$ cat config.mk
export PLATFORM = sky130hd
export DESIGN_NAME = timer16_counter_compare
export DESIGN_NICKNAME = d
export VERILOG_FILES = /design/src/logic/timer16_pkg.sv /design/src/logic/timer16_mode_decode.sv /design/src/logic/timer16_compare_chan.sv /design/src/logic/timer16_counter_compare.sv
export VERILOG_INCLUDE_DIRS = /design/src /design/src/logic
export SDC_FILE = /design/constraint.sdc
export NUM_CORES = 1
export LEC_CHECK = 0
export BUFFER_PORTS_ARGS = -buffer_cell sky130_fd_sc_hd__buf_2
export CELL_PAD_IN_SITES_DETAIL_PLACEMENT = 1
export CELL_PAD_IN_SITES_GLOBAL_PLACEMENT = 2
export CORE_UTILIZATION = 35
export DETAILED_ROUTE_END_ITERATION = 8
export PLACE_DENSITY_LB_ADDON = 0.1
export SLEW_MARGIN = 30
export SYNTH_ARGS = -nofsm -noshare
export SYNTH_HDL_FRONTEND = slang
export SYNTH_HIERARCHICAL = 1
export SYNTH_SLANG_ARGS = --single-unit
$ cat constraint.sdc
create_clock -name CLK -period 4.4 [get_ports CLK]
set_input_delay 0.88 -clock CLK [delete_from_list [all_inputs] [get_ports CLK]]
set_output_delay 0.88 -clock CLK [all_outputs]
set_load 0.01 [all_outputs]
$ cat src/logic/timer16_params.svh
// Offsets, field positions, reset values and mode codes of the 16-bit timer.
`ifndef TIMER16_PARAMS_SVH
`define TIMER16_PARAMS_SVH
`define T16_ADDR_W        4
`define T16_OFF_CTRL_A    4'h0
`define T16_OFF_CTRL_B    4'h1
`define T16_OFF_CNT_LO    4'h2
`define T16_OFF_CNT_HI    4'h3
`define T16_OFF_CMPA_LO   4'h4
`define T16_OFF_CMPA_HI   4'h5
`define T16_OFF_CMPB_LO   4'h6
`define T16_OFF_CMPB_HI   4'h7
`define T16_OFF_FLAGS     4'h8
`define T16_A_MODE_A_POS  6
`define T16_A_MODE_B_POS  4
`define T16_A_FORCE_A     3
`define T16_A_FORCE_B     2
`define T16_A_WAVE_LO_POS 0
`define T16_B_WAVE_HI_POS 3
`define T16_B_CLKSEL_POS  0
`define T16_F_OVF         0
`define T16_F_MATCH_A     1
`define T16_F_MATCH_B     2
`define T16_RST_BYTE      8'h00
`define T16_RST_WORD      16'h0000
`define T16_MAX           16'hFFFF
`define T16_TOP_8BIT      16'h00FF
`define T16_TOP_9BIT      16'h01FF
`define T16_TOP_10BIT     16'h03FF
`define T16_CLKSEL_STOP   3'h0
`define T16_WM_NORMAL     4'h0
`define T16_WM_PC8        4'h1
`define T16_WM_PC9        4'h2
`define T16_WM_PC10       4'h3
`define T16_WM_CTC        4'h4
`define T16_WM_FP8        4'h5
`define T16_WM_FP9        4'h6
`define T16_WM_FP10       4'h7
`define T16_WM_PFC_FIX    4'h8
`define T16_WM_PFC_CMP    4'h9
`define T16_WM_PC_FIX     4'hA
`define T16_WM_PC_CMP     4'hB
`define T16_WM_CTC_FIX    4'hC
`define T16_WM_FP_FIX     4'hE
`define T16_WM_FP_CMP     4'hF
`define T16_OM_OFF        2'h0
`define T16_OM_TOGGLE     2'h1
`define T16_OM_CLEAR      2'h2
`define T16_OM_SET        2'h3
`endif

$ cat src/logic/timer16_pkg.sv
// Types shared by the 16-bit timer modules.
`default_nettype none
`include "timer16_params.svh"
package timer16_pkg;
  // One CPU I/O bus request, taken in the cycle it is presented.
  typedef struct packed {
    logic                     rd;
    logic                     wr;
    logic [`T16_ADDR_W-1:0]   addr;
    logic [7:0]               wdata;
  } io_req_s;
  // Counting behaviour decoded from the waveform mode field.
  typedef struct packed {
    logic [15:0] top;
    logic        pwm;
    logic        dual;
    logic        ovf_at_floor;
    logic        load_at_floor;
  } mode_info_s;
  // Counting direction.
  typedef enum logic {DIR_UP, DIR_DOWN} dir_e;
endpackage
`default_nettype wire

$ cat src/logic/timer16_mode_decode.sv
// Decoder from the waveform mode field to the counting sequence.
`timescale 1ns/10ps
`default_nettype none
`include "timer16_params.svh"
module timer16_mode_decode (
  input  wire logic [3:0]             wave_mode,
  input  wire logic [15:0]            compare_a,
  output var  timer16_pkg::mode_info_s info
);
  // Top value, slope count and update points of each mode.
  always_comb begin
    info = '{top: `T16_MAX, pwm: 1'b0, dual: 1'b0,
             ovf_at_floor: 1'b0, load_at_floor: 1'b0};
    case (wave_mode)
      `T16_WM_PC8, `T16_WM_FP8: info.top = `T16_TOP_8BIT;
      `T16_WM_PC9, `T16_WM_FP9: info.top = `T16_TOP_9BIT;
      `T16_WM_PC10, `T16_WM_FP10: info.top = `T16_TOP_10BIT;
      `T16_WM_CTC, `T16_WM_PFC_CMP, `T16_WM_PC_CMP,
      `T16_WM_FP_CMP: info.top = compare_a;
      default: info.top = `T16_MAX;
    endcase
    case (wave_mode)
      `T16_WM_NORMAL, `T16_WM_CTC, `T16_WM_CTC_FIX, 4'hD: info.pwm = 1'b0;
      default: info.pwm = 1'b1;
    endcase
    case (wave_mode)
      `T16_WM_PC8, `T16_WM_PC9, `T16_WM_PC10, `T16_WM_PFC_FIX,
      `T16_WM_PFC_CMP, `T16_WM_PC_FIX, `T16_WM_PC_CMP: begin
        info.dual         = 1'b1;
        info.ovf_at_floor = 1'b1;
      end
      default: info.dual = 1'b0;
    endcase
    info.load_at_floor = (wave_mode == `T16_WM_PFC_FIX) ||
                         (wave_mode == `T16_WM_PFC_CMP);
  end
endmodule // timer16_mode_decode
`default_nettype wire

$ cat src/logic/timer16_compare_chan.sv
// One compare channel: compare value, its buffer and the output state.
`timescale 1ns/10ps
`default_nettype none
`include "timer16_params.svh"
module timer16_compare_chan (
  input  wire logic                    clk,
  input  wire logic                    resetn,
  input  wire logic                    ce,
  input  wire logic                    wr_low,
  input  wire logic [7:0]              wdata,
  input  wire logic [7:0]              temp,
  input  wire logic                    tick,
  input  wire logic                    tick_top,
  input  wire logic                    load_now,
  input  wire logic [15:0]             count,
  input  wire logic                    blocked,
  input  wire logic                    down,
  input  wire logic                    force_pulse,
  input  wire logic [1:0]              output_mode,
  input  wire timer16_pkg::mode_info_s info,
  output logic [15:0]                  compare_value,
  output logic                         hit,
  output logic                         out_level
);
  logic [15:0] buffer;

  // A real match needs a tick, equality and no pending block.
  assign hit = tick && !blocked && (count == compare_value);

  // Low byte write copies the shared latch into the upper byte.
  always_ff @(posedge clk) begin
    if (!resetn) begin
      buffer <= `T16_RST_WORD;
    end else if (ce && wr_low) begin
      buffer <= {temp, wdata};
    end
  end

  // Non-PWM modes load at once; PWM modes load at the update point.
  always_ff @(posedge clk) begin
    if (!resetn) begin
      compare_value <= `T16_RST_WORD;
    end else if (ce) begin
      if (wr_low && !info.pwm) begin
        compare_value <= {temp, wdata};
      end else if (info.pwm && load_now) begin
        compare_value <= buffer;
      end
    end
  end

  // Output state; the mode field is used live, never buffered.
  always_ff @(posedge clk) begin
    if (!resetn) begin
      out_level <= 1'b0;
    end else if (ce) begin
      if ((force_pulse && !info.pwm) || (hit && !info.pwm)) begin
        case (output_mode)
          `T16_OM_TOGGLE: out_level <= !out_level;
          `T16_OM_CLEAR:  out_level <= 1'b0;
          `T16_OM_SET:    out_level <= 1'b1;
          default:        out_level <= out_level;
        endcase
      end else if (hit) begin
        if (output_mode == `T16_OM_CLEAR) begin
          out_level <= info.dual && down;
        end else if (output_mode == `T16_OM_SET) begin
          out_level <= !(info.dual && down);
        end
      end else if (info.pwm && !info.dual && tick_top) begin
        if (output_mode == `T16_OM_CLEAR) begin
          out_level <= 1'b1;
        end else if (output_mode == `T16_OM_SET) begin
          out_level <= 1'b0;
        end
      end
    end
  end
endmodule // timer16_compare_chan
`default_nettype wire

$ cat src/logic/timer16_counter_compare.sv
// Sixteen-bit timer/counter with two compare channels on an 8-bit I/O bus.
`timescale 1ns/10ps
`default_nettype none
`include "timer16_params.svh"

// Notes on behaviour
// - Counter appears as two byte locations, upper byte and lower byte.
// - Counter high-byte accesses only reach the shared high-byte latch.
// - Reading the counter low byte loads its upper byte into the latch.
// - Writing the counter low byte loads latch and low byte together.
// - Each tick clears, increments or decrements the counter per mode.
// - Clock select zero stops ticks; CPU access to the counter remains.
// - A CPU counter write beats any same-cycle clear or count.
// - Four-bit waveform mode, split over both control registers, sets sequence.
// - Overflow flag set where the mode says; it requests an interrupt.
// - Internal indications mark counter at top and counter at zero.
// - Compare low byte write copies latch into upper compare byte.
// - In non-PWM modes the force strobe triggers the match output.
// - Forced compare skips flag and counter but drives the output.
// - A counter write blocks every compare match on the next tick.
// - Compare output state survives a change of waveform mode.
// - Output mode field is not buffered and acts at once.
module timer16_counter_compare (
  input  wire logic                 CLK,
  input  wire logic                 RESETN,
  input  wire logic                 CE,
  input  wire logic                 TICK,
  input  wire timer16_pkg::io_req_s IO_REQ,
  output logic [7:0]                IO_RDATA,
  output logic                      OUT_A,
  output logic                      OUT_B,
  output logic                      OVF_IRQ,
  output logic                      MATCH_A_IRQ,
  output logic                      MATCH_B_IRQ,
  output logic                      AT_TOP,
  output logic                      AT_FLOOR
);

  // ---------------------------------------------------------------
  // Declarations
  // ---------------------------------------------------------------

  localparam int CHANNELS = 2;

  logic [1:0]              output_mode [CHANNELS];
  logic [3:0]              wave_mode;
  logic [1:0]              wave_lo;
  logic [1:0]              wave_hi;
  logic [2:0]              clock_select_field;
  logic [7:0]              temp;
  logic [15:0]             count_value;
  logic [15:0]             next_count;
  timer16_pkg::dir_e       dir;
  timer16_pkg::dir_e       next_dir;
  logic                    blocked;
  logic                    overflow_flag;
  logic [CHANNELS-1:0]     compare_match_flag;
  timer16_pkg::mode_info_s info;
  logic                    tick;
  logic                    tick_top;
  logic                    tick_floor;
  logic                    load_now;
  logic                    ovf_event;
  logic                    wr_ctrl_a;
  logic                    wr_ctrl_b;
  logic                    wr_cnt_lo;
  logic                    rd_cnt_lo;
  logic                    wr_temp;
  logic                    wr_flags;
  logic [CHANNELS-1:0]     wr_cmp_lo;
  logic [CHANNELS-1:0]     force_pulse;
  logic [CHANNELS-1:0]     hit;
  logic [CHANNELS-1:0]     out_level;
  logic [15:0]             compare_value [CHANNELS];

  // ---------------------------------------------------------------
  // Address decoding
  // ---------------------------------------------------------------

  // True when the request addresses the given location.
  function automatic logic hits(
    input timer16_pkg::io_req_s req,
    input logic [`T16_ADDR_W-1:0] off
  );
    hits = (req.addr == off);
  endfunction

  // Write and read strobes of the individual locations.
  assign wr_ctrl_a = IO_REQ.wr && hits(IO_REQ, `T16_OFF_CTRL_A);
  assign wr_ctrl_b = IO_REQ.wr && hits(IO_REQ, `T16_OFF_CTRL_B);
  assign wr_cnt_lo = IO_REQ.wr && hits(IO_REQ, `T16_OFF_CNT_LO);
  assign rd_cnt_lo = IO_REQ.rd && hits(IO_REQ, `T16_OFF_CNT_LO);
  assign wr_flags  = IO_REQ.wr && hits(IO_REQ, `T16_OFF_FLAGS);
  assign wr_cmp_lo[0] = IO_REQ.wr && hits(IO_REQ, `T16_OFF_CMPA_LO);
  assign wr_cmp_lo[1] = IO_REQ.wr && hits(IO_REQ, `T16_OFF_CMPB_LO);

  // Every high-byte write, counter or compare, lands in the one latch.
  assign wr_temp = IO_REQ.wr && (hits(IO_REQ, `T16_OFF_CNT_HI) ||
                   hits(IO_REQ, `T16_OFF_CMPA_HI) ||
                   hits(IO_REQ, `T16_OFF_CMPB_HI));

  // Force strobes exist only for the write cycle; they are not stored.
  assign force_pulse[0] = wr_ctrl_a && IO_REQ.wdata[`T16_A_FORCE_A];
  assign force_pulse[1] = wr_ctrl_a && IO_REQ.wdata[`T16_A_FORCE_B];

  // ---------------------------------------------------------------
  // Control registers
  // ---------------------------------------------------------------

  // Control A holds both output mode fields and the low mode bits.
  always_ff @(posedge CLK) begin
    if (!RESETN) begin
      output_mode[0] <= `T16_OM_OFF;
      output_mode[1] <= `T16_OM_OFF;
      wave_lo        <= 2'h0;
    end else if (CE && wr_ctrl_a) begin
      output_mode[0] <= IO_REQ.wdata[`T16_A_MODE_A_POS +: 2];
      output_mode[1] <= IO_REQ.wdata[`T16_A_MODE_B_POS +: 2];
      wave_lo        <= IO_REQ.wdata[`T16_A_WAVE_LO_POS +: 2];
    end
  end

  // Control B holds the high mode bits and the clock select field.
  always_ff @(posedge CLK) begin
    if (!RESETN) begin
      wave_hi            <= 2'h0;
      clock_select_field <= `T16_CLKSEL_STOP;
    end else if (CE && wr_ctrl_b) begin
      wave_hi            <= IO_REQ.wdata[`T16_B_WAVE_HI_POS +: 2];
      clock_select_field <= IO_REQ.wdata[`T16_B_CLKSEL_POS +: 3];
    end
  end

  // The two halves of the mode field, each owned by one register, join.
  assign wave_mode = {wave_hi, wave_lo};

  // Mode decoder shared by the counter and both channels.
  timer16_mode_decode u_decode (
    .wave_mode (wave_mode),
    .compare_a (compare_value[0]),
    .info      (info)
  );

  // ---------------------------------------------------------------
  // Shared high-byte latch
  // ---------------------------------------------------------------

  // Loaded by high-byte writes, or from the counter on a low-byte read.
  always_ff @(posedge CLK) begin
    if (!RESETN) begin
      temp <= `T16_RST_BYTE;
    end else if (CE) begin
      if (wr_temp) begin
        temp <= IO_REQ.wdata;
      end else if (rd_cnt_lo) begin
        temp <= count_value[15:8];
      end
    end
  end

  // ---------------------------------------------------------------
  // Counter unit
  // ---------------------------------------------------------------

  // A tick only counts while a clock source is selected.
  assign tick = TICK && CE &&
                (clock_select_field != `T16_CLKSEL_STOP);

  // Tick events at the ends of the sequence.
  assign tick_top   = tick && (count_value == info.top);
  assign tick_floor = tick && (count_value == `T16_RST_WORD);
  assign load_now   = info.load_at_floor ? tick_floor : tick_top;

  // Next counter value and direction for a tick.
  always_comb begin
    next_count = count_value;
    next_dir   = dir;
    if (!info.dual) begin
      next_dir = timer16_pkg::DIR_UP;
      if (count_value == info.top) begin
        next_count = `T16_RST_WORD;
      end else begin
        next_count = count_value + 16'h0001;
      end
    end else if (dir == timer16_pkg::DIR_UP) begin
      if (count_value == info.top) begin
        next_dir   = timer16_pkg::DIR_DOWN;
        next_count = count_value - 16'h0001;
      end else begin
        next_count = count_value + 16'h0001;
      end
    end else begin
      if (count_value == `T16_RST_WORD) begin
        next_dir   = timer16_pkg::DIR_UP;
        next_count = count_value + 16'h0001;
      end else begin
        next_count = count_value - 16'h0001;
      end
    end
  end

  // The CPU write wins over any count scheduled in the same cycle.
  always_ff @(posedge CLK) begin
    if (!RESETN) begin
      count_value <= `T16_RST_WORD;
    end else if (CE) begin
      if (wr_cnt_lo) begin
        count_value <= {temp, IO_REQ.wdata};
      end else if (tick) begin
        count_value <= next_count;
      end
    end
  end

  // Direction follows the sequence; a write leaves it as it stands.
  always_ff @(posedge CLK) begin
    if (!RESETN) begin
      dir <= timer16_pkg::DIR_UP;
    end else if (CE && tick && !wr_cnt_lo) begin
      dir <= next_dir;
    end
  end

  // A counter write arms a block that the next tick consumes.
  always_ff @(posedge CLK) begin
    if (!RESETN) begin
      blocked <= 1'b0;
    end else if (CE) begin
      if (wr_cnt_lo) begin
        blocked <= 1'b1;
      end else if (tick) begin
        blocked <= 1'b0;
      end
    end
  end

  // Top and floor indications track the value the counter takes.
  always_ff @(posedge CLK) begin
    if (!RESETN) begin
      AT_TOP   <= 1'b0;
      AT_FLOOR <= 1'b1;
    end else if (CE) begin
      if (wr_cnt_lo) begin
        AT_TOP   <= ({temp, IO_REQ.wdata} == info.top);
        AT_FLOOR <= ({temp, IO_REQ.wdata} == `T16_RST_WORD);
      end else if (tick) begin
        AT_TOP   <= (next_count == info.top);
        AT_FLOOR <= (next_count == `T16_RST_WORD);
      end
    end
  end

  // ---------------------------------------------------------------
  // Overflow and match flags
  // ---------------------------------------------------------------

  // Overflow point: floor for dual slope, top for PWM, else maximum.
  assign ovf_event = tick && (info.ovf_at_floor ?
                     (count_value == `T16_RST_WORD &&
                      dir == timer16_pkg::DIR_DOWN) :
                     (count_value == (info.pwm ? info.top : `T16_MAX)));

  // Set by the event, cleared by writing one; the event wins.
  always_ff @(posedge CLK) begin
    if (!RESETN) begin
      overflow_flag <= 1'b0;
    end else if (CE) begin
      if (ovf_event) begin
        overflow_flag <= 1'b1;
      end else if (wr_flags && IO_REQ.wdata[`T16_F_OVF]) begin
        overflow_flag <= 1'b0;
      end
    end
  end

  // Match flags follow real matches only, never forced ones.
  always_ff @(posedge CLK) begin
    if (!RESETN) begin
      compare_match_flag <= '0;
    end else if (CE) begin
      if (hit[0]) begin
        compare_match_flag[0] <= 1'b1;
      end else if (wr_flags && IO_REQ.wdata[`T16_F_MATCH_A]) begin
        compare_match_flag[0] <= 1'b0;
      end
      if (hit[1]) begin
        compare_match_flag[1] <= 1'b1;
      end else if (wr_flags && IO_REQ.wdata[`T16_F_MATCH_B]) begin
        compare_match_flag[1] <= 1'b0;
      end
    end
  end

  // Interrupt requests are the flags themselves.
  assign OVF_IRQ     = overflow_flag;
  assign MATCH_A_IRQ = compare_match_flag[0];
  assign MATCH_B_IRQ = compare_match_flag[1];

  // ---------------------------------------------------------------
  // Compare channels
  // ---------------------------------------------------------------

  // One compare unit per channel; the output state is never reset by
  // a mode change, only by the block reset.
  for (genvar g = 0; g < CHANNELS; g++) begin : g_chan
    timer16_compare_chan u_chan (
      .clk           (CLK),
      .resetn        (RESETN),
      .ce            (CE),
      .wr_low        (wr_cmp_lo[g]),
      .wdata         (IO_REQ.wdata),
      .temp          (temp),
      .tick          (tick),
      .tick_top      (tick_top),
      .load_now      (load_now),
      .count         (count_value),
      .blocked       (blocked),
      .down          (dir == timer16_pkg::DIR_DOWN),
      .force_pulse   (force_pulse[g]),
      .output_mode   (output_mode[g]),
      .info          (info),
      .compare_value (compare_value[g]),
      .hit           (hit[g]),
      .out_level     (out_level[g])
    );
  end

  // Compare outputs come straight from the channel state flops.
  assign OUT_A = out_level[0];
  assign OUT_B = out_level[1];

  // ---------------------------------------------------------------
  // Read data
  // ---------------------------------------------------------------

  // Read data appears the cycle after an enabled read, is zero after other enabled cycles and holds while CE is low.
  always_ff @(posedge CLK) begin
    if (!RESETN) begin
      IO_RDATA <= `T16_RST_BYTE;
    end else if (CE) begin
      IO_RDATA <= `T16_RST_BYTE;
      if (IO_REQ.rd) begin
        case (IO_REQ.addr)
          `T16_OFF_CTRL_A:  IO_RDATA <= {output_mode[0], output_mode[1],
                                         2'h0, wave_mode[1:0]};
          `T16_OFF_CTRL_B:  IO_RDATA <= {3'h0, wave_mode[3:2],
                                         clock_select_field};
          `T16_OFF_CNT_LO:  IO_RDATA <= count_value[7:0];
          `T16_OFF_CNT_HI:  IO_RDATA <= temp;
          `T16_OFF_CMPA_LO: IO_RDATA <= compare_value[0][7:0];
          `T16_OFF_CMPA_HI: IO_RDATA <= compare_value[0][15:8];
          `T16_OFF_CMPB_LO: IO_RDATA <= compare_value[1][7:0];
          `T16_OFF_CMPB_HI: IO_RDATA <= compare_value[1][15:8];
          `T16_OFF_FLAGS:   IO_RDATA <= {5'h00, compare_match_flag,
                                         overflow_flag};
          default:          IO_RDATA <= `T16_RST_BYTE;
        endcase
      end
    end
  end

endmodule // timer16_counter_compare
`default_nettype wire

# After elaboration in Yosys (flattened, before gate mapping)
# Memories as Yosys holds them, arrays and structs flattened.
# Index checks and enable logic that the tools add are counted.
[word_totals]
memories = 1
ram_bits = 4
output_inout_bits = 15
register_bits = 112
in_bits = 18
wordCells = 200
[op_classes]
bitwise_logic = 2
n_addsub = 2
n_eq_ne = 34
n_mux = 59
reduce_logical = 83
[memory_table]
columns = ["name", "depth", "width", "read_ports", "rd_clocked_by_memory_dff", "write_ports", "line", "source"]
rows = [
  ["output_mode", 2, 2, 2, 0, 2, "timer16_counter_compare.sv:45", "logic [1:0] output_mode [CHANNELS];"],
]
[ops]
columns = ["op", "count"]
rows = [
  ["$mux 16", 12],
  ["$eq 16x16->1", 6],
  ["$pmux 8 s9", 1],
  ["$pmux 16 s4", 1],
  ["$logic_not 16->1", 3],
  ["$logic_and 1x1->1", 38],
  ["$mux 1", 38],
  ["$eq 4x3->1 const B", 8],
  ["$eq 4x4->1 const B", 8],
  ["$mux 8", 3],
  ["$reduce_bool 3->1", 7],
  ["$add 16x1->16 const B", 1],
  ["$eq 4x2->1 const B", 4],
  ["$sub 16x1->16 const B", 1],
  ["$reduce_and 2->1", 7],
  ["$reduce_bool 2->1", 7],
  ["$eq 2x2->1 const B", 4],
  ["$eq 4x1->1 const B", 2],
  ["$logic_not 4->1", 2],
  ["$reduce_and 4->1", 2],
  ["$reduce_or 4->1", 2],
  ["$reduce_or 7->1", 1],
  ["$logic_not 1->1", 6],
  ["$pmux 1 s3", 2],
  ["5 further kinds", 14],
]

# Depth between registers and ports, before layout
# Gate-level depths: netlist of the first run.
[depth]
ltp_word = 10
mapped_depth = 18
ltp_nobuf = 14

# Modules after synthesis
# Netlist of the first run, hierarchy kept.
[modules_own_cells]
columns = ["module", "cells_per_inst", "n_inst", "area_each_um2", "seq_area_each_um2"]
rows = [
  ["timer16_counter_compare", 631, 1, 4770.8, 1041.0],
  ["timer16_compare_chan", 204, 2, 1770.4, 660.6],
  ["timer16_mode_decode", 58, 1, 367.9, 0.0],
]

# Worst setup path before layout of the first run
# Ideal clock, no wire load.
[synth_timing]
kind = "register to register"
start = "register wave_lo[1]"
end = "register AT_FLOOR"
t_required_ns = 4.331
stages_incl_launch_ff = 16
arrival_time_ns = 3.703
synth_period_minus_slack_ns = 3.772
path_buffers = 2
slack_ns = 0.628
setup_ns = 0.069
cell_sequence = "dfxtp_1 -> buf_6 -> o21bai_1 -> o21ai_0 -> nor3_1 -> nor2b_1 -> a2111oi_0 -> and4_1 -> buf_2 -> a221oi_1 -> a2111oi_0 -> a21oi_1 -> or4b_1 -> nor4_2 -> a311oi_1 -> o21ai_1"
[synth_lines]
columns = ["item", "line", "source"]
rows = [
  ["start, declared", "timer16_counter_compare.sv:47", "logic [1:0] wave_lo;"],
  ["start signal, assigned", "timer16_counter_compare.sv:119", "wave_lo <= IO_REQ.wdata[`T16_A_WAVE_LO_POS +: 2];"],
  ["end signal, assigned", "timer16_counter_compare.sv:245", "AT_FLOOR <= ({temp, IO_REQ.wdata} == `T16_RST_WORD);"],
  ["end signal, assigned", "timer16_counter_compare.sv:248", "AT_FLOOR <= (next_count == `T16_RST_WORD);"],
  ["end, declared", "timer16_counter_compare.sv:36", "output logic AT_FLOOR"],
]

==> results of run 1 <==
[Yosys cell counts, types with 7 or more instances]
cell	number
o21ai_0	31
mux2i_1	53
and3_1	15
or3_1	7
nor4_1	11
a21boi_0	29
xor2_1	18
nor2b_1	42
nand4_1	14
clkbuf_1	53
inv_1	34
nor3b_1	11
a211oi_1	13
a2111oi_0	10
a22oi_1	9
o22ai_1	17
dfxtp_1	112
o211a_1	48
a31oi_1	8
and2_1	21
buf_2	16
nor2_1	52
nor3_1	31
nand2b_1	29
xnor2_1	31
nand2_1	167
nand3_1	28
a21oi_1	43
o211ai_1	7
nand4b_1	7
[final timing paths]
kind | cells past startpoint | startpoint | endpoint
worst min-delay path | 2 | g_chan[0].u_chan/buffer[1] | g_chan[0].u_chan/buffer[1]
worst min register to register | 2 | g_chan[0].u_chan/buffer[1] | g_chan[0].u_chan/buffer[1]
worst max register to register | 13 | wave_hi[0] | AT_FLOOR
worst max-delay path | 13 | wave_hi[0] | AT_FLOOR
[where the power goes]
| part | internal (mW) | total (mW) | switching (mW) |
|---|---|---|---|
| Combinational | 0.0931 | 0.269 | 0.176 |
| Sequential | 1.07 | 1.10 | 0.0293 |
| Clock | 0.770 | 1.37 | 0.602 |
| Total | 1.93 | 2.74 | 0.807 |
[cell type report]
cell class | instances | area, um2 | share of cell area
Multi-Input combinational cell | 867 | 5890 | 0.585
Tap cell | 324 | 405 | 0.0403
Timing Repair Buffer | 101 | 706 | 0.0701
Clock inverter | 14 | 113 | 0.0112
Clock buffer | 18 | 450 | 0.0448
Inverter | 36 | 138 | 0.0137
Sequential cell | 116 | 2360 | 0.235
[logic make-up after synthesis]
family	synth area share
XOR/XNOR	0.0494
buffers and inverters	0.0571
AND/OR/NAND/NOR	0.289
multiplexers	0.0871
adder cells (fa/ha/maj)	0.00433
flip-flops	0.272
AO/OA/AOI/OAI	0.241
[critical path: stages (launching register included)]
cell       delay [ns]
dfxtp_1          0.49
nor2b_4          0.28
mux2i_4          0.36
nand2b_1         0.12
nor2b_1          0.14
a2111oi_1        0.53
and4_4           0.37
a221oi_1         0.09
a2111oi_0        0.42
a21oi_1          0.12
or4b_1           0.58
nor4_2           0.31
a311oi_1         0.14
o21ai_1          0.14
[through the flow]
stage | setup WS, ns | total power, mW | hold WS, ns | util | cell area, um2
CTS | 0.00541 | 2.76 | 0.459 | 0.411 | 10000
finish | 0.234 | 2.74 | 0.458 | 0.414 | 10100
global route | 0.00179 | 2.83 | 0.484 | 0.414 | 10100
detailed placement | -0.0134 | 1.38 | 0.450 | 0.388 | 9440
floorplan | 0.628 | 1.26 | 0.434 | - | 8680
global placement | 0.0586 | 1.38 | 0.441 | 0.388 | 9440
[layer usage]
layer,up-vias,GRT usage,part of all wire
li1,4080,-,-
met1,4425,0.427,0.47
met2,279,0.478,0.45
met3,73,0.0448,0.051
met4,0,0.113,0.032
met5,-,0,0
[state kept, by name, indices dropped and copies added, names as in the netlist]
register	count
g_chan.u_chan/buffer	32
blocked	1
OVF_IRQ	1
dir	1
temp	8
output_mode	4
g_chan.u_chan/out_level	2
g_chan.u_chan/compare_value	32
wave_hi	2
wave_lo	2
count_value	16
clock_select_field	3
AT_TOP	1
AT_FLOOR	1
IO_RDATA	8
compare_match_flag	2
[repair_timing]
action                     in CTS  in global routing
hold buffers                    0                  0
pin swaps                       0                  1
buffers inserted                0                  1
setup endpoints to repair       1                 39
resized for setup               2                 15
==> summary.txt, run 1 <==
Outcome
  • Status: finished, final reports clean

Global route
  • Vias in the first global route: 8823
  • Largest net degree at the start of global routing: 120
  • Initial antenna violation count: 0
  • Total GRT Usage: 0.307
  • Total congestion overflow: 0
  • First-pass GRT wire length: 58000 um

Layout
  • Final nets: 1160
  • Area growth syn-to-layout: 16.0%
  • N_diodes: 0
  • Most frequent cells in the layout: nand2_1, dfxtp_1, buf_4
  • Layout cells sized above 1: 0.166
  • Commonest non-fill, non-tap cell in the layout: nand2_1
  • Final std cells w/o fill: 1476
  • Fillers: 2981

Clocking
  • Clock Pin Slew Worst Setup and Hold Paths: 0.06 ns
  • Maximum clock path buffer count: 2
  • H-tree depth: 4
  • CTS tree: yes
  • CTS Root Cell: clkbuf_16
  • CTS Buf Count: 17
  • Sink Count: 116
  • Worst-Skew Late Latency: 0.43 ns

Routing
  • Routed via count: 8857
  • Routed WL: 38600 um
  • Avg Vias per Cell: 6.00
  • Antenna-violating nets left: 0
  • Drt first pass iters: 7
  • Post-route DRC: 0
  • Iteration-0 DRC Markers: 839
  • Drt wl/cell: 26.1 um

Placed design
  • I/O Buffers: 32
  • Detail Placement HPWL: 28400 um
  • Final GP Congestion: 0.992
  • Placed Cells incl. Taps: 1443

Timing
  • Final period util: 0.947
  • Slew Viols, Final: 0
  • Fin crit period: 4.17 ns
  • Worst Clk Skew: 0.0157 ns
  • FMAX: 0.240 GHz
  • Unrepaired setup endpoints after global routing: false
  • Final Hold Vio Count: 0
  • Worst-Margin Slew: 0.907 ns
  • Relative slew slack: 0.391
  • Setup Total Neg Slack: 0 ns
  • Endpoints failing setup: 0

Synth
  • Post-synth top area share: 0.258
  • Seq cells post-synth: 116
  • Fraction of registers with async set/reset: 0
  • Post-synth top area cell: dfxtp_1
  • Netlist cell types: 88
  • Post-Synthesis Cells: 1097
  • Syn nets: 1118
  • Post-synth EDFFs: 4
  • Synth Cell Area: 0.00868 mm2
  • YS warnings: 6
  • Sequential cell area fraction in the yosys report: 0.272
  • Syn Area/Cell: 7.91 um2
  • Synth top area cells: dfxtp_1, nand2_1, mux2i_1
  • Main synth FF type: dfxtp_1

Die
  • Core area: 0.0243 mm2
  • Die Ht: 159 um
  • Chip Width: 159 um
  • Top Ports: 33
  • Die Area: 0.0254 mm2
  • Starting Density: 0.357
  • Row count: 57

Worst setup path
  • Worst R2R Setup Slack: 0.23 ns
  • Crit. End Element: flip-flop
  • Crit Path Class: flip-flop to flip-flop
  • Worst endpoint data arrival time: 4.52 ns
  • CP required: 4.75 ns
  • Worst setup SP type: flip-flop
  • CP Max Fanout: 11

Pwr
  • Worst VDD drop: 147 uV
  • Power per cell area: 272 mW/mm2
  • Leakage power: 3.99 nW

Min path
  • Class of the worst hold path: flip-flop to flip-flop

Job
  • Max_cap viols: 0
(Power assumes the default switching activity.)
==> run 2, diff against run 1 <==
--- a/config.mk
+++ b/config.mk
@@ -7,8 +7,10 @@
 export NUM_CORES = 1
 export LEC_CHECK = 0
 export BUFFER_PORTS_ARGS = -buffer_cell sky130_fd_sc_hd__buf_2
+export CAP_MARGIN = 5
 export CELL_PAD_IN_SITES_DETAIL_PLACEMENT = 1
 export CELL_PAD_IN_SITES_GLOBAL_PLACEMENT = 2
+export CORE_MARGIN = 1.5
 export CORE_UTILIZATION = 35
 export DETAILED_ROUTE_END_ITERATION = 8
 export PLACE_DENSITY_LB_ADDON = 0.1
==> run 2 against run 1 <==
Against the previous run:
- global-route usage decreased by 0.89 points
- non-clock buffer count fell by 1
- sequential share of layout area about the same
- via count down 0.21%
- combinational power shrank 2%
- total power is 5.0% higher
- utilization hardly changed
- critical path type unchanged
==> summary.txt, run 2 (synthesis results as in run 1) <==
Global route
  • Total GRT Usage: 0.298
  • First-pass GRT wire length: 56800 um
  • Total congestion overflow: 0
  • Vias in the first global route: 8749
  • Largest net degree at the start of global routing: 74
  • Initial antenna violation count: 2

Timing
  • Worst Hold Margin: 0.452 ns
  • Endpoints failing setup: 0
  • Fin crit period: 4.19 ns
  • Worst-Margin Slew: 0.824 ns
  • Final Hold Vio Count: 0
  • Worst Clk Skew: 0.0161 ns
  • Final period util: 0.952
  • Relative slew slack: 0.451
  • Slew Viols, Final: 0
  • FMAX: 0.239 GHz
  • Final WS setup: 0.212 ns

Worst setup path
  • Worst setup SP type: flip-flop
  • Worst R2R Setup Slack: 0.21 ns
  • Crit path cell chain: nor2b_4, mux2i_4, nand2b_1, inv_1, a2111oi_0, nand4_1, o21ai_2, buf_4, o221ai_1, o22ai_1, o22ai_1, or3_1, o21a_1, o31ai_1
  • Worst endpoint data arrival time: 4.53 ns
  • R2r endpoint: AT_TOP
  • Slowest cell on the critical path: a2111oi_0
  • CP required: 4.74 ns
  • CP peak stage delay: 0.72 ns
  • Crit Path Class: flip-flop to flip-flop
  • Crit. End Element: flip-flop
  • R2r startpoint: wave_lo[1]
  • CP Max Fanout: 9
  • Path depth of the worst reg2reg path: 14
  • Most used cell, CP: o22ai_1

Clocking
  • CTS Root Cell: clkbuf_16
  • Post-CTS Setup Inserts: 0
  • Sink Count: 116
  • H-tree depth: 4
  • CTS Buf Count: 17
  • CTS tree: yes
  • Worst-Skew Late Latency: 0.44 ns
  • Clock Pin Slew Worst Setup and Hold Paths: 0.07 ns
  • Maximum clock path buffer count: 2

Layout
  • Area growth syn-to-layout: 16.1%
  • Final std cells w/o fill: 1475
  • Fillers: 2947
  • N_diodes: 0
  • Commonest non-fill, non-tap cell in the layout: nand2_1
  • Final nets: 1159
  • Layout cells sized above 1: 0.166
  • Most frequent cells in the layout: nand2_1, dfxtp_1, buf_4
  • Top Registers: g_chan.u_chan/buffer: 32 flops, g_chan.u_chan/compare_value: 32 flops, count_value: 16 flops
  • Final Util: 0.414

Placed design
  • Detail Placement HPWL: 27900 um
  • Placed Cells incl. Taps: 1443
  • Final GP Congestion: 0.977
  • Place WS: 0.0377 ns
  • I/O Buffers: 32

Pwr
  • Combinational Power Share: 0.091
  • Power per cell area: 285 mW/mm2
  • Clock power share: 0.526
  • Int Pwr: 2.02 mW
  • Sw Share: 0.296
  • Leakage power: 3.99 nW
  • NetSw: 853 uW
  • Worst VDD drop: 311 uV
  • Sequential share of power: 0.382

Outcome
  • Status: finished, final reports clean

Routing
  • Antenna-violating nets left: 0
  • Avg Vias per Cell: 5.99
  • Routed WL: 37900 um
  • Iteration-0 DRC Markers: 672
  • Drt wl/cell: 25.7 um
  • Post-route DRC: 0
  • Routed via count: 8838
  • Drt first pass iters: 5

Die
  • Die Ht: 160 um
  • Top Ports: 33
  • Starting Density: 0.357
  • Chip Width: 160 um
  • Core area: 0.0243 mm2
  • Row count: 57
  • Die Area: 0.0258 mm2

Min path
  • Hold_sp: g_chan[0].u_chan/buffer[3]
  • Class of the worst hold path: flip-flop to flip-flop
  • Hold EP: g_chan[0].u_chan/buffer[3]
  • Hold Path Depth: 2

Job
  • Max_cap viols: 0
## run 2: changes by cell type in the layout (fill, tap and decap cells not counted), sizes merged
cell | previous run | this run
buf | 101 | 100
bufinv | 0 | 2
clkbuf | 18 | 17
inv | 43 | 45
clkinv | 6 | 3
## run 2: layout make-up
type                    instances  area [um2]  area share
repair buffers                100         686      0.0681
flip-flops and latches        116        2360       0.235
clock buffers                  17         425      0.0422
inverters                      36         138      0.0137
multi-input cells             867        5870       0.583
clock inverters                15         183      0.0181
well taps                     324         405      0.0402
## run 2: worst max path at each step
stage,slack (ns),to,cells past startpoint,start
after detailed placement,0.04,AT_FLOOR,13,wave_hi[1]
after CTS,0.09,AT_FLOOR,13,wave_hi[1]
after global routing,-0.05,AT_FLOOR,14,wave_hi[1]
after global placement,0.07,AT_TOP,14,wave_hi[1]
final,0.21,AT_TOP,14,wave_lo[1]
after floorplan,0.63,AT_FLOOR,15,wave_lo[1]
## run 2: stage by stage
stage / setup TNS [ns] / power, mW / instance area [um2]
floorplan: 0 / 1.26 / 8680
global placement: 0 / 1.38 / 9430
detailed placement: 0 / 1.38 / 9430
CTS: 0 / 2.89 / 10000
global route: -0.0474 / 2.96 / 10100
finish: 0 / 2.88 / 10100
## run 2: per-layer routing
layer,part of all wire,track usage
met5,0.00034,0
met4,0.041,0.123
met3,0.067,0.0628
met2,0.44,0.457
met1,0.45,0.405
## run 2: timing repair
item | 4_1_cts | 5_1_grt
resized for setup | 1 | 13
hold buffers | 0 | 0
hold endpoints to repair | 0 | 0
endpoints found under the setup margin | 2 | 36
pin swaps | 0 | 0
## run 2: power groups by stage
stage / logic [mW] / clock network (mW) / registers (mW)
global route: 0.280 / 1.58 / 1.10
CTS: 0.258 / 1.53 / 1.10
floorplan: 0.157 / 0 / 1.10
detailed placement: 0.256 / 0 / 1.12
global placement: 0.257 / 0 / 1.12
finish: 0.263 / 1.51 / 1.10
## run 2: worst max-delay path: cells and delay by family, from the launching register on
family | cells | cell delay, ns
compound gates | 7 | 1.96
simple gates | 4 | 1.06
flops | 1 | 0.49
buf+inv | 2 | 0.34
mux | 1 | 0.24
